--- src/verilog/adcsp_regs.svh ---
// Constants for the converter serial port: bit positions, counts and reset values.
`ifndef ADCSP_REGS_SVH
`define ADCSP_REGS_SVH
`define ADCSP_CMD_START      3'd7
`define ADCSP_CMD_CH_HI      3'd6
`define ADCSP_CMD_CH_MID     3'd5
`define ADCSP_CMD_CH_LO      3'd4
`define ADCSP_CMD_SGL        3'd3
`define ADCSP_CMD_UNI        3'd2
`define ADCSP_CMD_MODE_HI    3'd1
`define ADCSP_CMD_MODE_LO    3'd0
`define ADCSP_MODE_EXT       2'h3
`define ADCSP_CMD_RESET      8'h00
`define ADCSP_HOLD_EDGE      5'h08
`define ADCSP_MSB_EDGE       5'h0a
`define ADCSP_FRAME_EDGES    5'h12
`define ADCSP_CLK_PERIOD_NS  32'd10
`define ADCSP_INT_CONV_NS    32'd7500
`define ADCSP_INT_CONV_CYC   ((`ADCSP_INT_CONV_NS + `ADCSP_CLK_PERIOD_NS - 32'd1) / `ADCSP_CLK_PERIOD_NS)
`endif

--- src/verilog/adcsp_pkg.sv ---
// Types shared by the converter serial port design.
package adcsp_pkg;
  typedef enum logic [4:0] {
    ADCSP_IDLE     = 5'h01,
    ADCSP_SHIFT    = 5'h02,
    ADCSP_EXT_CONV = 5'h04,
    ADCSP_INT_CONV = 5'h08,
    ADCSP_READOUT  = 5'h10
  } adcsp_state_t;
endpackage

--- src/verilog/adcsp_core.sv ---
// Serial port, strobe and conversion sequencing of a multichannel converter, with its command FIFO.
`timescale 1ns/1ps
`include "adcsp_regs.svh"

// Plain FIFO holding accepted control bytes on their way to the analog side.
module adcsp_fifo #(
  parameter int WIDTH = 8,
  parameter int DEPTH = 8
) (
  input  logic             clk,      // System clock.
  input  logic             reset_n,  // Asynchronous reset, active low.
  input  logic             inValid,  // Write request.
  output logic             inReady,  // Room for a word.
  input  logic [WIDTH-1:0] inData,   // Word written.
  output logic             outValid, // A word is waiting.
  input  logic             outReady, // Reader takes the word.
  output logic [WIDTH-1:0] outData   // Oldest word.
);
  localparam int AW = $clog2(DEPTH);
  logic [WIDTH-1:0] mem [DEPTH];
  logic [AW:0]      wrPtr_q;
  logic [AW:0]      rdPtr_q;
  wire              doWrite = inValid & inReady;
  wire              doRead  = outValid & outReady;

  // Depth must be a power of two for the wrapping pointers.
  generate
    if (DEPTH < 2 || (1 << AW) != DEPTH || WIDTH < 1)
    begin : g_bad
      $error("adcsp_fifo: unsupported WIDTH or DEPTH");
    end
  endgenerate

  // Full when the pointers differ only in the wrap bit.
  assign inReady  = (wrPtr_q ^ rdPtr_q) != {1'b1, {AW{1'b0}}};
  assign outValid = wrPtr_q != rdPtr_q;
  assign outData  = mem[rdPtr_q[AW-1:0]];

  // Pointer update.
  always_ff @(posedge clk or negedge reset_n)
  begin
    if (!reset_n)
    begin
      wrPtr_q <= '0;
      rdPtr_q <= '0;
    end
    else
    begin
      if (doWrite) wrPtr_q <= wrPtr_q + 1'b1;
      if (doRead)  rdPtr_q <= rdPtr_q + 1'b1;
    end
  end

  // Storage has no reset; only written words are ever read.
  always_ff @(posedge clk)
  begin
    if (doWrite) mem[wrPtr_q[AW-1:0]] <= inData;
  end
endmodule

// Device-side logic of the converter serial port.
module adcsp_core
  import adcsp_pkg::*;
#(
  parameter int RESULT_BITS     = 14,
  parameter int FIFO_DEPTH      = 8,
  parameter int INT_CONV_CYCLES = `ADCSP_INT_CONV_CYC
) (
  input  logic                   clk,                // System clock, 100 MHz.
  input  logic                   reset_n,            // Asynchronous reset, active low.
  input  logic                   chipSelectN,        // Chip select pin, active low.
  input  logic                   serialClk,          // Serial clock pin from the host.
  input  logic                   serialIn,           // Serial data input pin.
  input  logic                   powerOffN,          // Shutdown pin, active low.
  input  logic [RESULT_BITS-1:0] resultWord,         // Result from the analog side.
  input  logic                   cmdReady,           // Analog side takes a command.
  output logic                   serialOut,          // Serial data output.
  output logic                   serialOutEnN,       // Data output enable, low drives.
  output logic                   conversionStrobe,   // Strobe output.
  output logic                   conversionStrobeEnN,// Strobe enable, low drives.
  output logic                   holdActive,         // Sample held, conversion running.
  output logic                   shutdownActive,     // Device powered down.
  output logic                   channelSelectHi,    // Channel select bit 2.
  output logic                   channelSelectMid,   // Channel select bit 1.
  output logic                   channelSelectLo,    // Channel select bit 0.
  output logic                   singleOrDiffSelect, // 1 single-ended, 0 differential.
  output logic                   polaritySelect,     // 1 unipolar, 0 bipolar.
  output logic                   extClockMode,       // Last byte chose external clock.
  output logic                   cmdValid,           // Command word waiting.
  output logic [7:0]             cmdByte             // Command word for the analog side.
);
  localparam int TW = 16;

  generate
    if (RESULT_BITS < 1 || RESULT_BITS > 16 || INT_CONV_CYCLES < 1 || INT_CONV_CYCLES >= (1 << TW))
    begin : g_bad
      $error("adcsp_core: unsupported parameter value");
    end
  endgenerate

  // Two-stage synchronisers for all pins, plus a history stage for edges.
  logic [1:0]            csSync_q;
  logic [1:0]            clkSync_q;
  logic [1:0]            dinSync_q;
  logic [1:0]            pwrSync_q;
  logic                  clkPrev_q;
  adcsp_state_t          state_q;
  logic [4:0]            fallCnt_q;
  logic [7:0]            shiftIn_q;
  logic [RESULT_BITS-1:0] resultSh_q;
  logic [TW-1:0]         timer_q;
  logic                  fifoInReady;
  logic                  fifoOutValid;
  logic [7:0]            fifoOutData;

  always_ff @(posedge clk or negedge reset_n)
  begin
    if (!reset_n)
    begin
      csSync_q  <= 2'h3;
      clkSync_q <= 2'h0;
      dinSync_q <= 2'h0;
      pwrSync_q <= 2'h0;
      clkPrev_q <= 1'b0;
    end
    else
    begin
      csSync_q  <= {csSync_q[0], chipSelectN};
      clkSync_q <= {clkSync_q[0], serialClk};
      dinSync_q <= {dinSync_q[0], serialIn};
      pwrSync_q <= {pwrSync_q[0], powerOffN};
      clkPrev_q <= clkSync_q[1];
    end
  end

  // Synchronised levels and serial clock edges.
  wire csHigh    = csSync_q[1];
  wire dinS      = dinSync_q[1];
  wire powerOn   = pwrSync_q[1];
  wire sclkRise  = clkSync_q[1] & ~clkPrev_q;
  wire sclkFall  = ~clkSync_q[1] & clkPrev_q;
  wire sampleIn  = sclkRise & ~csHigh & powerOn;
  wire fallNext  = sclkFall & ~csHigh & powerOn;
  wire [4:0] fallInc = fallCnt_q + 5'h01;
  wire holdEdge  = (state_q == ADCSP_SHIFT) & fallNext & (fallInc == `ADCSP_HOLD_EDGE);
  wire newExt    = shiftIn_q[`ADCSP_CMD_MODE_HI:`ADCSP_CMD_MODE_LO] == `ADCSP_MODE_EXT;
  wire pushCmd   = holdEdge & fifoInReady;
  wire timerDone = (state_q == ADCSP_INT_CONV) & (timer_q == '0);
  wire resultMsb = resultSh_q[RESULT_BITS-1];
  wire abortSel  = csHigh & (state_q != ADCSP_INT_CONV);

  // Frame sequencer.
  always_ff @(posedge clk or negedge reset_n)
  begin
    if (!reset_n)
    begin
      state_q   <= ADCSP_IDLE;
      fallCnt_q <= 5'h00;
      shiftIn_q <= `ADCSP_CMD_RESET;
    end
    else if (!powerOn || abortSel)
    begin
      state_q   <= ADCSP_IDLE;
      fallCnt_q <= 5'h00;
    end
    else
    begin
      if (sampleIn && (state_q == ADCSP_IDLE) && dinS) shiftIn_q <= 8'h01;
      else if (sampleIn && (state_q == ADCSP_SHIFT)) shiftIn_q <= {shiftIn_q[6:0], dinS};
      if (sampleIn && (state_q == ADCSP_IDLE) && dinS) state_q <= ADCSP_SHIFT;
      if (fallNext && (state_q != ADCSP_IDLE) && (fallCnt_q != 5'h1f)) fallCnt_q <= fallInc;
      if (holdEdge) state_q <= !fifoInReady ? ADCSP_IDLE : (newExt ? ADCSP_EXT_CONV : ADCSP_INT_CONV);
      if ((state_q == ADCSP_EXT_CONV) && fallNext && (fallInc == `ADCSP_FRAME_EDGES)) state_q <= ADCSP_READOUT;
      if (timerDone) state_q <= ADCSP_READOUT;
    end
  end

  // Conversion result shifting and internal conversion timer.
  always_ff @(posedge clk or negedge reset_n)
  begin
    if (!reset_n)
    begin
      resultSh_q <= '0;
      timer_q    <= '0;
      serialOut  <= 1'b0;
    end
    else if (powerOn)
    begin
      if (pushCmd) resultSh_q <= resultWord;
      if (pushCmd) timer_q <= TW'(INT_CONV_CYCLES - 1);
      else if ((state_q == ADCSP_INT_CONV) && (timer_q != '0)) timer_q <= timer_q - 1'b1;
      if (fallNext && (((state_q == ADCSP_EXT_CONV) && (fallInc >= `ADCSP_MSB_EDGE))
                       || ((state_q == ADCSP_READOUT) && (extClockMode || fallCnt_q >= `ADCSP_HOLD_EDGE))))
      begin
        serialOut  <= resultMsb;
        resultSh_q <= {resultSh_q[RESULT_BITS-2:0], 1'b0};
      end
    end
  end

  // Output enables, strobe, hold and decoded command fields.
  always_ff @(posedge clk or negedge reset_n)
  begin
    if (!reset_n)
    begin
      serialOutEnN        <= 1'b1;
      conversionStrobe    <= 1'b1;
      conversionStrobeEnN <= 1'b1;
      holdActive          <= 1'b0;
      shutdownActive      <= 1'b0;
      extClockMode        <= 1'b0;
      {channelSelectHi, channelSelectMid, channelSelectLo} <= 3'h0;
      singleOrDiffSelect  <= 1'b0;
      polaritySelect      <= 1'b0;
    end
    else
    begin
      serialOutEnN   <= csHigh;
      shutdownActive <= ~powerOn;
      conversionStrobeEnN <= csHigh & extClockMode;
      if (!powerOn || abortSel)
      begin
        holdActive       <= 1'b0;
        conversionStrobe <= ~extClockMode;
      end
      else if (pushCmd)
      begin
        holdActive   <= 1'b1;
        extClockMode <= newExt;
        channelSelectHi    <= shiftIn_q[`ADCSP_CMD_CH_HI];
        channelSelectMid   <= shiftIn_q[`ADCSP_CMD_CH_MID];
        channelSelectLo    <= shiftIn_q[`ADCSP_CMD_CH_LO];
        singleOrDiffSelect <= shiftIn_q[`ADCSP_CMD_SGL];
        polaritySelect     <= shiftIn_q[`ADCSP_CMD_UNI];
        conversionStrobe   <= newExt;
      end
      else
      begin
        if ((state_q == ADCSP_EXT_CONV) && fallNext && (fallInc == `ADCSP_MSB_EDGE)) conversionStrobe <= 1'b0;
        if ((state_q == ADCSP_EXT_CONV) && fallNext && (fallInc == `ADCSP_FRAME_EDGES)) holdActive <= 1'b0;
        if (timerDone)
        begin
          conversionStrobe <= 1'b1;
          holdActive       <= 1'b0;
        end
      end
    end
  end

  adcsp_fifo #(
    .WIDTH (8),
    .DEPTH (FIFO_DEPTH)
  ) u_fifo (
    .clk      (clk),
    .reset_n  (reset_n),
    .inValid  (holdEdge),
    .inReady  (fifoInReady),
    .inData   (shiftIn_q),
    .outValid (fifoOutValid),
    .outReady (~cmdValid | cmdReady),
    .outData  (fifoOutData)
  );

  // Registered output stage of the command stream.
  always_ff @(posedge clk or negedge reset_n)
  begin
    if (!reset_n)
    begin
      cmdValid <= 1'b0;
      cmdByte  <= `ADCSP_CMD_RESET;
    end
    else if (~cmdValid | cmdReady)
    begin
      cmdValid <= fifoOutValid;
      if (fifoOutValid) cmdByte <= fifoOutData;
    end
  end
endmodule

--- config.mk ---
export PLATFORM = sky130hd
export DESIGN_NAME = adcsp_core
export DESIGN_NICKNAME = d
export VERILOG_FILES = /design/src/verilog/adcsp_pkg.sv /design/src/verilog/adcsp_core.sv
export VERILOG_INCLUDE_DIRS = /design/src /design/src/verilog
export SDC_FILE = /design/constraint.sdc
export NUM_CORES = 1
export LEC_CHECK = 0
export ABC_AREA = 1
export BUFFER_PORTS_ARGS = -buffer_cell sky130_fd_sc_hd__buf_4
export CORE_ASPECT_RATIO = 0.5
export CORE_UTILIZATION = 35
export CTS_CLUSTER_SIZE = 30
export DETAILED_ROUTE_END_ITERATION = 10
export PLACE_DENSITY = 0.56
export SYNTH_ARGS = -nofsm -noshare
export SYNTH_HDL_FRONTEND = slang
export SYNTH_SLANG_ARGS = --single-unit
--- constraint.sdc ---
create_clock -name clk -period 3.65 [get_ports clk]
set_clock_uncertainty 0.15 [all_clocks]
set_input_delay 0.365 -clock clk [delete_from_list [all_inputs] [get_ports clk]]
set_output_delay 0.365 -clock clk [all_outputs]
set_load 0.02 [all_outputs]
## Word level (Yosys, flattened, before mapping)

Memories as Yosys holds them, arrays and structs flattened. A register that Yosys moved wholly into a read port is not among the register bits.
Cells that the tools add are included.
W data, S select, Z words.

- Multiplexer cells: 25
- Reduce and logical (&&, ||, !) cells: 32
- Shift operators: 0
- Add/sub/neg operators: 4
- Eq/ne operators: 14
- Divide/modulo/power cells: 0
- Bitwise operators: 22
- $mul: 0
- Magnitude comparators: 2

Operator list:

| cell | count |
|---|---|
| $mux W5 | 7 |
| $mux W16 | 2 |
| $mux W14 | 2 |
| $logic_not A16 Y1 | 1 |
| $mux W8 | 2 |
| $reduce_bool A16 Y1 | 1 |
| $sub A16 B1 Y16 const B | 1 |
| $eq A5 B4 Y1 const B | 3 |
| $and A1 B1 Y1 | 13 |
| $logic_and A1 B1 Y1 | 12 |
| $reduce_and A2 Y1 | 6 |
| $eq A5 B5 Y1 const B | 2 |
| $ge A5 B4 Y1 const B | 2 |
| $mux W1 | 10 |
| $add A4 B1 Y4 const B | 2 |
| $mux W4 | 2 |
| $reduce_bool A2 Y1 | 4 |
| $reduce_bool A4 Y1 | 2 |
| $not A1 Y1 | 7 |
| $add A5 B1 Y5 const B | 1 |
| $eq A5 B1 Y1 const B | 1 |
| $eq A5 B2 Y1 const B | 1 |
| $eq A5 B3 Y1 const B | 1 |
| $ne A5 B1 Y1 const B | 1 |
| other kinds (10) | 13 |

- Bits in read-only memories: 0
- Bits in latches: 0
- Memory bits (writable): 64
- Memories: 1
- Register bits after elaboration: 78
- Output and inout port bits: 21
- Input bits: 21
- Word-level logic and storage cells: 125

Memories:

| name | words | bits a word | rd ports | clocked after Yosys merged registers in | write ports | line | source |
|---|---|---|---|---|---|---|---|
| u_fifo.mem | 8 | 8 | 1 | 1 | 1 | adcsp_core.sv:20 | `logic [WIDTH-1:0] mem [DEPTH];` |

## Logic depth before layout (Yosys ltp)

- Word-level depth: 11
- Gate-level depth with buffers: 13
- Mapped depth without buffers: 12

## Cells and area by module

A second synthesis with hierarchy kept.

- Cells, all modules: 775
- Area, all modules: 7,028.0 µm²

By module, submodules not included:

| module | area each (µm²) | sequential area each (µm²) | cells an instance | instances |
|---|---|---|---|---|
| adcsp_core | 3,946.3 | 1,959.4 | 490 | 1 |
| adcsp_fifo | 3,081.7 | 2,122.0 | 285 | 1 |

## Worst setup path before layout

Ideal clock, no wire load.

- Kind: flip-flop to flip-flop
- Start: reg fallCnt_q[0]
- End: mem u_fifo.mem[0][0], enable pin
- Data arrival time: 2.335 ns
- Stages on the path, launching flop included: 12
- Slack: 0.781 ns
- Buffers on the path: 0
- Library setup time: 0.383 ns
- Cells stage by stage: dfrtp_1 > ha_1 > nand2_1 > nor2_1 > ha_1 > nor2_1 > nand3_1 > nor2_2 > nand3_2 > inv_2 > nand2_1 > nor3_1

- Longest elaborated chain between the ends: 6

Ends and longest elaborated chain:

| item | line | source |
|---|---|---|
| start, declared | adcsp_core.sv:108 | `logic [4:0] fallCnt_q;` |
| start signal, assigned | adcsp_core.sv:171 | `if (fallNext && (state_q != ADCSP_IDLE) && (fallCnt_q != 5'h1f)) fallCnt_q <= fallInc;` |
| $add A5 B1 Y5 | adcsp_core.sv:144 | `wire [4:0] fallInc = fallCnt_q + 5'h01;` |
| $eq A5 B4 Y1 (no line) | - |  |
| $and A1 B1 Y1 | adcsp_core.sv:145 | `` wire holdEdge = (state_q == ADCSP_SHIFT) & fallNext & (fallInc == `ADCSP_HOLD_EDGE); `` |
| $and A1 B1 Y1 | adcsp_core.sv:23 | `wire doWrite = inValid & inReady;` |
| $mux W1 | adcsp_core.sv:57 | `if (doWrite) mem[wrPtr_q[AW-1:0]] <= inData;` |
| $mux W1 (not written as such) | adcsp_core.sv:57 |  |
| end, declared | adcsp_core.sv:20 |  |

No other way between the ends.

## Final worst setup path

- Start: reg fallCnt_q[0]
- End: mem u_fifo.mem[6][5], enable pin

The elaborated chain is that of the path after synthesis.

==> flow_summary_export.csv <==
group,metric,value,unit
synthesis,synth_cells,706,
worst_setup_path,slowest_stage,"nor2_1",
worst_setup_path,r2r_setup_slack,800,ps
clock_tree,clk_latency,420,ps
sta,max_freq,350.5,MHz
hold_path,hold_path_end,"resultSh_q[0]",
clock_tree,root_buffer,"clkbuf_16",
routing,drcViolationCount,0,
layout,layout.nets,789,
grt,grt_pass1_vias,4898,
clock_tree,cts_tree,"built",
worst_setup_path,worstPathMaxFanout,9,
clock_tree,h-tree-depth,4,
synthesis,synth_area_leaders,"dfrtp_1, edfxtp_1, nand2_1",
synthesis,synth_fa_ha_area_share,1.671,%
power_and_ir_drop,p_per_area,585.8,nW/um^2
place,dp.final_hpwl,9824,um
routing,num_vias,4919,
worst_setup_path,cp_top_family,"simple AND/OR/NAND/NOR gates",
routing,wl,14940,um
die,coreArea,18610,sq um
layout,layout-drive-gt1-share,14.12,%
worst_setup_path,r2r-end,"u_fifo.mem[6][5]",
grt,grt_pass1_wl,24960,um
hold_path,min_path_cells,3,
routing,vias_per_cell,4.771,
worst_setup_path,critPathCaptureType,"register",
synthesis,ys_seq_area_share,60.58,%
die,die_area,19840,sq um
worst_setup_path,r2r_cells,11,
synthesis,yosysWarnings,0,
synthesis,synthMuxAreaShare,0,%
worst_setup_path,critical_path_required,3550,ps
synthesis,avgSynthCellArea,9.544,sq um
synthesis,ys_seq_elements,150,
power_and_ir_drop,peakVddDrop,0.0003029,V
layout,n_antenna_cell,0,
synthesis,synth_xor_xnor_area_share,2.340,%
synthesis,synth_compound_area_share,7.725,%
die,start_util,36.20,%
sta,setup_viol,0,
grt,track_usage,16.28,%
place,gpl.final_weighted_congestion,0.8324,
die,dieWidth,198.2,um
sta,tns,0,ps
synthesis,syn_area,6738,sq um
clock_tree,post_cts_resized,0,
synthesis,synth.top_cell.area_share,29.71,%
sta,hold_viol,0,
die,io_pins,42,
clock_tree,cts_sinks,150,
worst_setup_path,critical-path-max-stage-delay,540,ps
worst_setup_path,path_buf_inv,1,
clock_tree,cts_buffer_depth,2,
hold_path,min_from,"resultWord[0]",
place,place.port_buffers,41,
sta,fin_crit,2853,ps
run_status,status,"finished clean",
synthesis,synthSimpleGateAreaFrac,21.10,%
sta,period_share,78.17,%
sta,rsz0062_at_grt,"no",
synthesis,synth_top_family_by_area,"simple AND/OR/NAND/NOR gates",
power_and_ir_drop,p_leak,0.003610,uW
clock_tree,path_clk_slew,70,ps
routing,drtPass1Iterations,4,
sta,worst_pin_slew,983.9,ps
power_and_ir_drop,finalPower,4689,uW
sta,report.final.slew_viol_count,0,
worst_setup_path,startpoint_type,"register",
worst_setup_path,critPathArrivalTime,2760,ps
worst_setup_path,crit_path_start,"fallCnt_q[0]",
routing,wl_per_cell,14.49,um
clock_tree,cts_made_buffers,17,
sta,relSlewSlack,34.33,%
synthesis,syn_nets,736,
worst_setup_path,path_cells,"ha_1 -> nand2_1 -> nor2_1 -> ha_1 -> nor2_1 -> nand3_1 -> nor2_2 -> nand3_2 -> inv_2 -> nand2_1 -> nor2_1",
grt,grt_overflow,0,
grt,grt_max_degree,36,
hold_path,hold_class,"in2reg",
synthesis,yosysUniqueCellTypes,32,
worst_setup_path,critical_path_class,"reg2reg",
worst_setup_path,reg2reg_from,"fallCnt_q[0]",
synthesis,yosys.area.top_type,"dfrtp_1",
job,maxCapViolations,0,
routing,drt_iter0_markers,342,
grt,grt_antenna_before_repair,0,
routing,antenna_left,0,
layout,area_growth,18.79,%
die,die_y,100.1,um
worst_setup_path,cpMostUsedCell,"nor2_1",
die,placementRows,35,
[cells in the final DEF (no fill, tap or decap), types with 4 or more instances in the layout]
cell             n
dfrtp_1         80
xor2_1          16
buf_4           55
clkbuf_16       19
nor3_1          13
o21a_1           9
ha_1             9
nand3_1         70
inv_8            4
o22ai_1         20
nand4_1          7
nand2_1        146
inv_6            5
o21ai_0         58
dlygate4sd3_1    5
dfstp_2          6
nor2_2           5
nand2_2          5
inv_1           76
nor2_1          77
edfxtp_1        64
[stage by stage]
stage	hold slack, ps	worst slack [ps]	util [%]	cell area [sq um]	cells
floorplan	-80.59	781.5	-	6738	706
CTS	34.24	770.5	43.00	8004	1031
detailed placement	185.6	790.3	39.39	7331	994
finish	40.30	796.6	43.00	8004	1031
global placement	187.2	891.9	39.39	7331	994
global route	85.45	562.1	43.00	8004	1031
[timing repair]
item | 4_1_cts | 5_1_grt
hold buffers | 5 | 0
buffers inserted | 0 | 0
endpoints found under the hold margin | 35 | 0
[synthesized netlist by cell type]
library cell and n:
nand4_1 7, dfrtp_1 80, o21a_1 9, dfstp_2 6, nand3_2 1, o31ai_1 2, nand2_2 5, buf_6 3
and2_0 1, o22ai_1 20, clkbuf_1 9, clkinv_1 1, ha_1 9, o21ai_0 58, edfxtp_1 64, nor2_1 77
xor2_1 16, a21boi_1 1, xnor2_1 2, buf_2 10, buf_1 1, nor3_1 13, inv_1 76, nand2_1 146
nand3_1 70, nand3b_1 3, or2_2 1, a21oi_1 3, buf_4 3, nor2_2 5, inv_2 3, nand3_4 1
[routing by layer]
layer  share of wire, %  up-vias  wire length [um]  GRT usage, %
met4                1.5        0               219         6.082
met1                 48     2408              7134         21.81
met3                2.6       21               383         2.688
li1                   -     2429                 -             -
met2                 48       61              7206         26.72
met5                  0        -                 0             0
[logic make-up after synthesis]
kind of cell	Yosys count
XOR/XNOR	18
buffers and inverters	106
flip-flops	150
AO/OA/AOI/OAI	93
AND/OR/NAND/NOR	330
adder cells (fa/ha/maj)	9
[state kept, by name, indices dropped and copies added (netlist names), 4 cells and up]
name	count
timer_q	16
u_fifo.mem	64
shiftIn_q	8
u_fifo.wrPtr_q	4
cmdByte	8
resultSh_q	14
state_q	5
u_fifo.rdPtr_q	4
fallCnt_q	5
[power by group]
| group | total [uW] | internal [uW] | switching [uW] |
|---|---|---|---|
| clock | 1840 | 1060 | 785 |
| combinational | 932 | 333 | 599 |
| sequential | 1920 | 1850 | 65.4 |
| total | 4690 | 3240 | 1450 |
[tightest hold or removal path: stages]
cell     delay (ps)
buf_4            90
nand2_1          50
o21ai_0          60
[cell type report]
| cell class | instances | area, sq um |
|---|---|---|
| clock buffers | 19 | 475.5 |
| clock inverters | 13 | 147.6 |
| fillers | 1811 | 10610 |
| inverters | 80 | 300.3 |
| multi-input cells | 450 | 2212 |
| flip-flops and latches | 150 | 4081 |
| well taps | 259 | 324.1 |
| repair buffers | 60 | 462.9 |
[worst max-delay path by stage]
stage	endpoint	cells past startpoint
CTS	u_fifo.mem[6][5]	11
global route	u_fifo.mem[6][5]	11
finish	u_fifo.mem[6][5]	11
global placement	u_fifo.mem[6][3]	11
floorplan	u_fifo.mem[0][0]	11
detailed placement	u_fifo.mem[6][0]	11
(Power assumes the default switching activity.)
